[config.mk]
export PLATFORM = sky130hd
export DESIGN_NAME = ovf_fault_response
export DESIGN_NICKNAME = d
export VERILOG_FILES = /design/src/ovf_pkg.sv /design/src/ovf_fault_response.sv /design/src/ovf_delay_timer.sv
export VERILOG_INCLUDE_DIRS = /design/src
export SDC_FILE = /design/constraint.sdc
export NUM_CORES = 1
export LEC_CHECK = 0
export BUFFER_PORTS_ARGS = -buffer_cell sky130_fd_sc_hd__buf_2
export CORE_ASPECT_RATIO = 1.25
export CORE_UTILIZATION = 51
export DETAILED_ROUTE_END_ITERATION = 8
export PLACE_DENSITY = 0.76
export SLEW_MARGIN = 20
export SYNTH_ARGS = -nofsm -noshare
export SYNTH_HDL_FRONTEND = slang
export SYNTH_SLANG_ARGS = --single-unit
[constraint.sdc]
create_clock -name clk_in -period 2.61 [get_ports clk_in]
set_input_delay 0.522 -clock clk_in [delete_from_list [all_inputs] [get_ports clk_in]]
set_output_delay 0.522 -clock clk_in [all_outputs]
set_load 0.05 [all_outputs]
[src/ovf_cfg.svh]
`ifndef OVF_CFG_SVH
`define OVF_CFG_SVH

// Command codes of the two settings.
`define OVF_CMD_THRESHOLD 8'h40
`define OVF_CMD_REACTION 8'h41

// Fields of the reaction byte.
`define OVF_RESP_HI 7
`define OVF_RESP_LO 6
`define OVF_RETRY_HI 5
`define OVF_RETRY_LO 3
`define OVF_DELAY_HI 2
`define OVF_DELAY_LO 0

// Field codes with a fixed meaning.
`define OVF_RESP_IGNORE 2'h0
`define OVF_RESP_RUNON 2'h1
`define OVF_RESP_SHUTDOWN 2'h2
`define OVF_RESP_HOLDOFF 2'h3
`define OVF_RETRY_NONE 3'h0
`define OVF_RETRY_ENDLESS 3'h7
`define OVF_DELAY_MAX_CODE 3'h4

// Reset values of the settings.
`define OVF_THRESHOLD_RST 16'hFFFF
`define OVF_REACTION_RST 8'h80

// Timing: one delay unit in microseconds, at a 25 MHz clock.
`define OVF_CLK_MHZ 25
`define OVF_DELAY_UNIT_US 10
`define OVF_DELAY_UNIT_CYC (`OVF_DELAY_UNIT_US * `OVF_CLK_MHZ)

`endif

[src/ovf_pkg.sv]
package ovf_pkg;

    typedef enum logic [2:0] {
        OVF_RUN = 3'b000,
        OVF_RUNON = 3'b001,
        OVF_WAIT = 3'b010,
        OVF_HOLD = 3'b011,
        OVF_LATCHED = 3'b100
    } ovf_state_t;

    typedef struct packed {
        ovf_state_t st;
        logic [15:0] thresh;
        logic [7:0] react;
        logic [2:0] tries;
        logic latched;
        logic out_en;
        logic on_q;
        logic [15:0] rd;
    } ovf_regs_t;

    typedef struct packed {
        logic [4:0] units;
        logic [15:0] pre;
        logic expired;
    } ovf_timer_t;

endpackage

[src/ovf_fault_response.sv]
`timescale 1ns/100ps
`include "ovf_cfg.svh"

// Notes on behaviour
// - A 16-bit unsigned over-voltage threshold in the output-voltage format defines the fault level.
// - Response 00 keeps the output regulating with no interruption on a fault.
// - Response 01 runs on for the coded delay and then applies the retry setting if the fault remains.
// - Response 10 disables the output at once and then follows the retry count.
// - Response 11 holds the output off only while the fault lasts and re-enables it afterwards.
// - A retry count of 000 leaves the output off until the latched fault is cleared.
// - A latched fault clears on an individual status clear, a clear-all command or a reset.
// - A latched fault also clears when the output is commanded off and then on again.
// - Retry count 111 retries without limit; counts 001 to 110 give that many attempts.
// - Delay codes 0 to 4 give 1, 2, 4, 8 and 16 delay units for run-on or restart spacing.

module ovf_fault_response
    import ovf_pkg::*;
#(
    parameter logic [15:0] UNIT_CYCLES = 16'(`OVF_DELAY_UNIT_CYC)
) (
    input wire logic clk_in,
    input wire logic sys_rst_in,
    input wire logic cmd_wr_in,
    input wire logic cmd_rd_in,
    input wire logic [7:0] cmd_code_in,
    input wire logic [15:0] cmd_data_in,
    input wire logic [15:0] vout_meas_in,
    input wire logic output_on_in,
    input wire logic status_clear_in,
    input wire logic clear_faults_in,
    output logic [15:0] rd_data_out,
    output logic output_enable_out,
    output logic fault_latched_out
);

    ////////////////////////////////////////////////////////////////////////////////
    ovf_regs_t r;
    ovf_regs_t next_r;
    logic ov;
    logic clear;
    logic timer_start;
    logic timer_expired;
    logic [1:0] resp;
    logic [2:0] retries;
    logic [2:0] delay_code;
    logic retries_used;

    assign resp = r.react[`OVF_RESP_HI:`OVF_RESP_LO];
    assign retries = r.react[`OVF_RETRY_HI:`OVF_RETRY_LO];
    assign delay_code = r.react[`OVF_DELAY_HI:`OVF_DELAY_LO];
    assign ov = vout_meas_in > r.thresh;
    assign clear = status_clear_in | clear_faults_in | (output_on_in & ~r.on_q);
    assign retries_used = (retries != `OVF_RETRY_ENDLESS) && (r.tries >= retries);

    ovf_delay_timer #(
        .UNIT_CYCLES(UNIT_CYCLES)
    ) u_timer (
        .clk_in(clk_in),
        .sys_rst_in(sys_rst_in),
        .start_in(timer_start),
        .code_in(delay_code),
        .expired_out(timer_expired)
    );

    ////////////////////////////////////////////////////////////////////////////////
    always_comb begin
        next_r = r;
        timer_start = 1'b0;
        next_r.on_q = output_on_in;

        if (cmd_wr_in && cmd_code_in == `OVF_CMD_THRESHOLD) begin
            next_r.thresh = cmd_data_in;
        end
        if (cmd_wr_in && cmd_code_in == `OVF_CMD_REACTION) begin
            next_r.react = cmd_data_in[7:0];
        end
        if (cmd_rd_in) begin
            if (cmd_code_in == `OVF_CMD_THRESHOLD) begin
                next_r.rd = r.thresh;
            end else if (cmd_code_in == `OVF_CMD_REACTION) begin
                next_r.rd = {8'h00, r.react};
            end else begin
                next_r.rd = 16'h0000;
            end
        end

        if (clear) begin
            // A fault present in the clearing cycle latches again, so the event is never lost.
            next_r.latched = ov && (resp != `OVF_RESP_IGNORE);
            next_r.tries = 3'h0;
            next_r.st = OVF_RUN;
        end else begin
            unique case (r.st)
                OVF_RUN: begin
                    if (ov && resp == `OVF_RESP_RUNON) begin
                        next_r.latched = 1'b1;
                        next_r.st = OVF_RUNON;
                        timer_start = 1'b1;
                    end else if (ov && resp == `OVF_RESP_SHUTDOWN) begin
                        next_r.latched = 1'b1;
                        if (retries == `OVF_RETRY_NONE || retries_used) begin
                            next_r.st = OVF_LATCHED;
                        end else begin
                            next_r.st = OVF_WAIT;
                            timer_start = 1'b1;
                        end
                    end else if (ov && resp == `OVF_RESP_HOLDOFF) begin
                        next_r.latched = 1'b1;
                        next_r.st = OVF_HOLD;
                    end else if (!ov && r.tries != 3'h0 && timer_expired) begin
                        // A restart that stays fault free for one delay counts as a success.
                        next_r.tries = 3'h0;
                    end
                end
                OVF_RUNON: begin
                    if (timer_expired) begin
                        if (!ov) begin
                            next_r.st = OVF_RUN;
                        end else if (retries == `OVF_RETRY_NONE || retries_used) begin
                            next_r.st = OVF_LATCHED;
                        end else begin
                            next_r.st = OVF_WAIT;
                            timer_start = 1'b1;
                        end
                    end
                end
                OVF_WAIT: begin
                    if (timer_expired) begin
                        if (retries != `OVF_RETRY_ENDLESS) begin
                            next_r.tries = r.tries + 3'h1;
                        end
                        next_r.st = OVF_RUN;
                        timer_start = 1'b1;
                    end
                end
                OVF_HOLD: begin
                    if (!ov) begin
                        next_r.st = OVF_RUN;
                    end
                end
                OVF_LATCHED: begin
                    next_r.st = OVF_LATCHED;
                end
                default: begin
                    next_r.st = OVF_LATCHED;
                end
            endcase
        end

        // The output only runs while commanded on and not in an off state of the response.
        next_r.out_en = output_on_in && (next_r.st == OVF_RUN || next_r.st == OVF_RUNON);
    end

    always_ff @(posedge clk_in) begin
        if (sys_rst_in) begin
            r <= '{st: OVF_RUN, thresh: `OVF_THRESHOLD_RST, react: `OVF_REACTION_RST, tries: 3'h0,
                   latched: 1'b0, out_en: 1'b0, on_q: 1'b0, rd: 16'h0000};
        end else begin
            r <= next_r;
        end
    end

    assign rd_data_out = r.rd;
    assign output_enable_out = r.out_en;
    assign fault_latched_out = r.latched;
endmodule

[src/ovf_delay_timer.sv]
`timescale 1ns/100ps
`include "ovf_cfg.svh"

module ovf_delay_timer
    import ovf_pkg::*;
#(
    parameter logic [15:0] UNIT_CYCLES = 16'(`OVF_DELAY_UNIT_CYC)
) (
    input wire logic clk_in,
    input wire logic sys_rst_in,
    input wire logic start_in,
    input wire logic [2:0] code_in,
    output logic expired_out
);

    ovf_timer_t r;
    ovf_timer_t next_r;

    always_comb begin
        next_r = r;
        if (start_in) begin
            // Codes above the last defined one are clamped to the longest delay.
            if (code_in > `OVF_DELAY_MAX_CODE) begin
                next_r.units = 5'h10;
            end else begin
                next_r.units = 5'(5'h01 << code_in);
            end
            next_r.pre = UNIT_CYCLES - 16'h0001;
            next_r.expired = 1'b0;
        end else if (!r.expired) begin
            if (r.pre != 16'h0000) begin
                next_r.pre = r.pre - 16'h0001;
            end else if (r.units == 5'h01) begin
                next_r.expired = 1'b1;
            end else begin
                next_r.units = r.units - 5'h01;
                next_r.pre = UNIT_CYCLES - 16'h0001;
            end
        end
    end

    always_ff @(posedge clk_in) begin
        if (sys_rst_in) begin
            r <= '{units: 5'h00, pre: 16'h0000, expired: 1'b1};
        end else begin
            r <= next_r;
        end
    end

    assign expired_out = r.expired;
endmodule

[After elaboration in Yosys (flattened, before gate mapping)]
Index checks and enable logic that the tools add are counted.
Operators by class
  add/subtract/negate cells: 3
  $lt $le $gt $ge: 3
  eq/ne operators: 22
  shifts and indexed selects: 1
  multiplexer cells: 40
  bitwise gates (word level): 5
  reductions and logical operators: 29
Operators with widths (count)
  $mux 3: 15
  $mux 22: 2
  $mux 16: 2
  $mux 21: 1
  $eq 8x7->1 const B: 2
  $gt 16x16->1: 1
  $ne 2x2->1 const B: 8
  $reduce_bool 16->1: 1
  $sub 16x1->16 const B: 1
  $mux 1: 14
  $pmux 3 s4: 1
  $logic_and 1x1->1: 10
  $mux 5: 2
  $logic_not 3->1: 3
  $mux 8: 1
  $reduce_and 7->1: 1
  $eq 3x1->1 const B: 2
  $eq 3x2->1 const B: 2
  $pmux 3 s2: 1
  $reduce_and 2->1: 3
  $reduce_bool 2->1: 3
  $eq 5x1->1 const B: 1
  $shl 1x3->5 const A: 1
  $sub 5x1->5 const B: 1
  18 further kinds: 24
Word-level totals
  flip-flop bits (word level): 71
  bits of input ports: 47
  output and inout bits: 18
  logic and storage cells: 115

[Longest topological paths before layout]
Gate-level depths: netlist of the first run.
  depth in word-level cells: 11
  gate-level depth with buffers: 10

[Cells and area by module]
Synthesis of the first run repeated with hierarchy kept, for this count alone.
Second synthesis, totals
  cell total of the unflattened synthesis: 486
  area total of the unflattened synthesis: 4137.7 um^2
Modules (own cells, without submodules)
  ovf_fault_response: times used 1, cells an instance 316, area an instance 2710.1 um^2, seq. area each 980.9 um^2
  ovf_delay_timer: times used 1, cells an instance 170, area an instance 1427.6 um^2, seq. area each 440.4 um^2

[Worst setup path after synthesis of the first run]
OpenSTA, ideal clock, no wires.
  path type: in2reg
  start: in vout_meas_in[15]
  end: reg u_timer.r[18] (netlist bit)
  library setup time: 121 ps
  data arrival time: 2372 ps
  required time: 2489 ps
  path slack: 118 ps
  stages: 8
  buffers on the path: 1
  path through: ha_1 > nand4_2 > nor4_4 > a221o_1 > and2_1 > buf_2 > a21o_2 > mux2_2
On the way
  word-level cells in the longest chain between the ends: 8
  elaborated cells between the ends (all ways): 14
  classes of those cells: 1 x order compare; 3 x eq/ne; 7 x mux; 3 x reduce/logical
Ends and longest elaborated chain
  from (decl): line ovf_fault_response.sv:27  | input wire logic [15:0] vout_meas_in,
  $gt 16x16->1 *: line ovf_fault_response.sv:51  | assign ov = vout_meas_in > r.thresh;
  $logic_and 1x1->1 (no source line)
  $mux 1: line ovf_fault_response.sv:99  | end else if (ov && resp == `OVF_RESP_SHUTDOWN) begin
  $mux 1: line ovf_fault_response.sv:95  | if (ov && resp == `OVF_RESP_RUNON) begin
  $pmux 1 s3 *: line ovf_fault_response.sv:93  | unique case (r.st)
  $mux 1 *: line ovf_fault_response.sv:87  | if (clear) begin
  $ne 2x2->1 (no source line)
  $reduce_and 3->1 (no source line)
  to (signal assigned): line ovf_delay_timer.sv:44  | r <= '{units: 5'h00, pre: 16'h0000, expired: 1'b1};
  to (signal assigned): line ovf_delay_timer.sv:46  | r <= next_r;
  to (decl): line ovf_delay_timer.sv:16  | ovf_timer_t r;
Every way passes the cells marked *; elsewhere a longest branch is shown, timed or not.
A chain may end at the register's enable or synchronous reset.

[Worst setup path in the final report of the first run]
  start: reg r[45] (netlist bit)
  end: reg u_timer.r[19] (netlist bit)
On the way
  word-level cells in the longest chain between the ends: 8
  elaborated cells between the ends (all ways): 14
  classes of those cells: 1 x order compare; 3 x eq/ne; 7 x mux; 3 x reduce/logical
Ends and longest elaborated chain
  from (decl): line ovf_fault_response.sv:37  | ovf_regs_t r;
  from (signal assigned): line ovf_fault_response.sv:156  | r <= '{st: OVF_RUN, thresh: `OVF_THRESHOLD_RST, react: `OVF_REACTION_RST, tries: 3'h0,
  from (signal assigned): line ovf_fault_response.sv:159  | r <= next_r;
  $gt 16x16->1 *: line ovf_fault_response.sv:51
  $logic_and 1x1->1 (no source line)
  $mux 1: line ovf_fault_response.sv:99
  $mux 1: line ovf_fault_response.sv:95
  $pmux 1 s3 *: line ovf_fault_response.sv:93
  $mux 1 *: line ovf_fault_response.sv:87
  $ne 2x2->1 (no source line)
  $reduce_and 3->1 (no source line)
Marked as above.

==> impl_metrics.yaml, run 1 <==
status:
  status: "completed"
synth:
  netlist_instances: 456
  synth-async-reset-ratio: 0
  synth_area_leader_cell: "dfxtp_1"
  synth_area_um2: 3934
  syn-num-nets: 528
  synth_top_area_frac: 0.3613
  synth_edf_count: 0
  ys_seq_elements: 71
  yosysUniqueCellTypes: 56
  ys_warn_count: 0
  syn_avg_cell_area_um2: 8.627
  yosys_most_used_dff: "dfxtp_1"
  yosysSeqAreaShare: 0.3613
  synth_area_leaders: "dfxtp_1 36%, ha_1 8.0%, nor2_1 6.7%"
detailed_routing:
  via_per_inst: 5.542
  vias: 3392
  dr.pass1.iters: 4
  drc: 0
  routed_wl_um: 8881
  final_antenna_net_count: 0
  drt-initial-drc-count: 131
  wl_per_cell_um: 14.51
critical_path:
  path_cells: "inv_1 > ha_1 > nand4_2 > nor4_4 > a221o_1 > and2_4 > a21o_2 > mux2_2"
  cp-end-kind: "register"
  rrSetupSlack_ns: 0.16
  arrival_ns: 2.69
  worst_setup_path_start_kind: "register"
  crit_fanout: 6
  crit_buf_inv: 1
  critical_path.top_delay_family: "simple AND/OR/NAND/NOR gates"
  slowest_stage: "dfxtp_1"
  setup.worst_path.class: "register to register"
  max_stage_delay_ns: 0.36
  cp.required_ns: 2.85
  crit_path_start: "r[45]"
  timing.rr.start: "r[45]"
power_and_ir_drop:
  p_per_area_nw_per_um2: 449.6
  total_power_w: 0.002032
  power_leakage_nw: 2.073
  ir_drop_uv: 288.0
layout:
  drive_gt1_frac: 0.2442
  antenna_cells: 0
  area_growth_pct: 14.89
  nNetsFinal: 587
  fillers: 627
  final_cell_mix: "70 x dfxtp_1, 69 x nor2_1, 65 x buf_2"
  final_common_cell: "dfxtp_1"
die:
  rows: 35
  coreArea_um2: 7401
  fp.dieH_um: 100.2
  start_util: 0.5315
  die_area_um2: 8071
  die_w_um: 80.56
  num_io_pins: 65
sta:
  fmax_ghz: 0.4076
  rsz0062_at_grt: "false"
  finClkSkew_ns: 0.01431
  slew_violations: 0
  hold_violations: 0
  slew-limit-headroom: 0.5894
  post-route-period-util: 0.9400
  tightest_slew_ns: 0.6160
  period_needed_ns: 2.453
  setup_viol: 0
  tns_ns: 0
clock_network:
  insertion_delay_ns: 0.36
  cts_max_level: 3
  cts_buffers: 9
  clk_pin_slew_worst_paths_ns: 0.08
  clockRootBuffer: "clkbuf_8"
  hold_buffers: 0
  post_cts_buffers: 0
  cts_tree: "built"
  cts_buffer_depth: 2
  clock-sinks: 71
placement:
  port_buffers: 64
  gp_congestion: 0.8743
  hpwlAfterDp_um: 6701
run:
  maxCapViolCount: 0
grt:
  grt_start_max_net_pins: 33
  grt_pass1_vias: 3341
  antenna_found_initial: 0
  grt_pass1_wl_um: 14720
  grt_use_total: 0.2373
  overflow: 0
min_path:
  hold_class: "input pin to register"
  min_from: "cmd_data_in[9]"
==> worst paths after layout <==
path,to,cells after the start
max reg2reg,u_timer.r[19],8
min reg2reg,fault_latched_out,2
max,u_timer.r[19],8
min,r[39],2
==> where the power goes <==
part / internal [W] / switching, W
registers: 0.00108 / 0.00000143
logic: 0.0000498 / 0.0000691
clock network: 0.000362 / 0.000464
total: 0.00150 / 0.000535
==> cell usage after synthesis, drive strengths merged, types with 5 or more instances <==
cell type,number
nand4,5
buf,21
xor2,5
nand3,9
dfxtp,71
nor4b,5
a21oi,34
nor2,70
and2,10
clkbuf,12
ha,25
inv,33
nand2b,6
a211o,17
nor3,10
mux2,5
a22oi,9
xnor2,8
nor4,5
o21ai,7
a211oi,5
nand2,25
mux2i,15
==> per-stage QoR <==
stage	std cells	hold WS [ns]	worst slack [ns]	instance area, um^2	util
floorplan	456	0.4598	0.1176	3934	-
global placement	595	0.4594	-0.09481	4315	0.5831
detailed placement	595	0.4717	-0.1974	4315	0.5831
CTS	611	0.3549	0.05669	4502	0.6083
global route	612	0.3611	0.007929	4519	0.6107
finish	612	0.3659	0.1565	4519	0.6107
==> timing repair <==
item                       4_1_cts  5_1_grt
pin swaps                        0        3
gates resized for setup          1        5
cloned                           0        1
setup endpoints to repair        3       13
==> flip-flops by register name, summed over array words and instances, names as in the netlist <==
| name | cells |
|---|---|
| fault_latched_out | 1 |
| r | 28 |
| output_enable_out | 1 |
| u_timer.expired_out | 1 |
| u_timer.r | 21 |
| delay_code | 3 |
| rd_data_out | 16 |
==> routing by layer <==
metal  up-vias  GRT usage  wire (um)
met4         0     0.1332        386
li1       1709          -          -
met5         -          0          0
met1      1571     0.2510       3597
met2        89     0.4270       4488
met3        23    0.05182        409
==> layout make-up <==
type,count,area [um^2],area share
Inverter,33,123.9,0.02741
Sequential cell,71,1423,0.3148
Timing Repair Buffer,81,457.9,0.1013
Clock inverter,7,61.31,0.01357
Multi-Input combinational cell,319,2215,0.4900
Tap cell,92,115.1,0.02547
Clock buffer,9,123.9,0.02741
==> logic make-up after synthesis <==
family / count (synthesis) / synth area share
buffers and inverters: 66 / 0.07951
adder cells (fa/ha/maj): 25 / 0.07952
XOR/XNOR: 13 / 0.02894
AND/OR/NAND/NOR: 158 / 0.2039
flip-flops: 71 / 0.3613
AO/OA/AOI/OAI: 103 / 0.1943
multiplexers: 20 / 0.05248
(Power assumes the default switching activity.)
==> run 2: changes to the inputs <==
CAP_MARGIN = 5   (was not set)
CORE_UTILIZATION = 45   (was 51)
PLACE_DENSITY = 0.69   (was 0.76)
REMOVE_ABC_BUFFERS = 1   (was not set)
==> impl_metrics.yaml, run 2 (same netlist as run 1, synthesis figures left out) <==
detailed_routing:
  wl_per_cell_um: 14.46
  vias: 3388
  final_antenna_net_count: 0
  drc: 0
  via_per_inst: 5.509
  routed_wl_um: 8890
  dr.pass1.iters: 4
  drt-initial-drc-count: 147
critical_path:
  setup.worst_path.class: "register to register"
  max_stage_delay_ns: 0.36
  worst_setup_path_start_kind: "register"
  cp.required_ns: 2.91
  crit_buf_inv: 2
  crit_fanout: 9
  slowest_stage: "a221o_1"
  arrival_ns: 2.74
  cp-end-kind: "register"
  critical_path.top_delay_family: "compound AO/OA/AOI/OAI gates"
  path_cells: "inv_1 > ha_1 > a21oi_1 > o21a_1 > o221ai_1 > a221o_1 > a21bo_4 > a2111oi_4 > buf_4 > and2_1"
power_and_ir_drop:
  total_power_w: 0.002073
  ir_drop_uv: 331.3
  power_leakage_nw: 2.074
  p_per_area_nw_per_um2: 458.3
grt:
  antenna_found_initial: 0
  grt_start_max_net_pins: 33
  grt_pass1_vias: 3344
  overflow: 0
  grt_use_total: 0.2091
  grt_pass1_wl_um: 15030
sta:
  finClkSkew_ns: 0.01068
  fmax_ghz: 0.4103
  post-route-period-util: 0.9339
  setup_viol: 0
  slew-limit-headroom: 0.5832
  layout_setup_ws_ns: 0.1725
  tightest_slew_ns: 0.6252
  slew_violations: 0
  period_needed_ns: 2.438
  rsz0062_at_grt: "false"
  hold_violations: 0
run:
  maxCapViolCount: 0
layout:
  area_growth_pct: 14.95
  fillers: 776
  finalNonFillerCells: 615
  drive_gt1_frac: 0.2355
  nNetsFinal: 587
  largest_reg_flops: 28
  fin_area_um2: 4522
  max_flop_register: "r"
  final_cell_mix: "71 x dfxtp_1, 69 x nor2_1, 64 x buf_2"
  final_common_cell: "dfxtp_1"
  multi_input_area_um2: 2208
  antenna_cells: 0
  seq_area_um2: 1421
clock_network:
  insertion_delay_ns: 0.35
  clock-sinks: 71
  clk_pin_slew_worst_paths_ns: 0.08
  cts_max_level: 3
  post_cts_buffers: 0
  hold_buffers: 0
  cts_tree: "built"
  cts_resized: 0
  cts_buffers: 9
  clockRootBuffer: "clkbuf_8"
  cts_buffer_depth: 2
placement:
  placed_area_um2: 4329
  gp_congestion: 0.7996
  place_ws_ns: -0.1565
  port_buffers: 64
  hpwlAfterDp_um: 6586
  place_inst: 601
min_path:
  hold_class: "input pin to register"
die:
  fp.dieH_um: 106.5
  start_util: 0.4721
  die_w_um: 85.63
  coreArea_um2: 8333
  die_area_um2: 9122
  num_io_pins: 65
  rows: 37
status:
  status: "completed"
[run 2: cell count changes in the layout (fill, tap and decap cells not counted), sizes merged]
| cell | previous run | this run |
|---|---|---|
| bufinv | 0 | 1 |
| inv | 37 | 33 |
| clkinv | 1 | 0 |
| clkbuf | 9 | 11 |
[run 2: worst register-to-register path: stages (launching register included)]
cell and delay (ns):
dfxtp_1 0.33, inv_1 0.07, ha_1 0.29, a21oi_1 0.15, o21a_1 0.13, o221ai_1 0.12
a221o_1 0.36, a21bo_4 0.27, a2111oi_4 0.33, buf_4 0.21, and2_1 0.13
[run 2: metal layers]
| metal | vias up | GRT usage | wire length [um] | part of all wire |
|---|---|---|---|---|
| li1 | 1707 | - | - | - |
| met1 | 1581 | 0.2339 | 3738 | 0.42 |
| met2 | 89 | 0.3760 | 4586 | 0.52 |
| met3 | 11 | 0.05978 | 472 | 0.053 |
| met4 | 0 | 0.07024 | 92 | 0.010 |
| met5 | - | 0 | 0 | 0 |
[run 2: layout make-up]
cell class,instances,share of cell area
inverters,33,0.02739
flip-flops and latches,71,0.3143
clock inverters,3,0.009961
well taps,97,0.02684
multi-input cells,319,0.4884
repair buffers,81,0.1018
clock buffers,11,0.03127
[run 2: metrics by stage]
stage                       util  setup TNS [ns]  hold slack, ns
after floorplan                -         -0.6094          0.4621
after global placement    0.5195         -0.1795          0.4469
after detailed placement  0.5195          -1.492          0.4474
after CTS                 0.5419               0          0.3536
after global routing      0.5426               0          0.3547
final                     0.5426               0          0.3709
[run 2: path summary, 6_finish.rpt]
path,startpoint,endpoint,slack [ns],cells past startpoint
max,r[39],u_timer.r[16],0.17,10
min,cmd_data_in[8],r[38],0.37,2
max reg2reg,r[39],u_timer.r[16],0.17,10
min reg2reg,fault_latched_out,fault_latched_out,0.45,2
[run 2: where the power goes]
group          total [W]  leakage [nW]  switching, W  internal, W
logic           0.000116          1.41     0.0000676    0.0000485
registers        0.00109         0.573    0.00000121      0.00109
clock network   0.000870        0.0875      0.000413     0.000457
total            0.00207          2.07      0.000482      0.00159
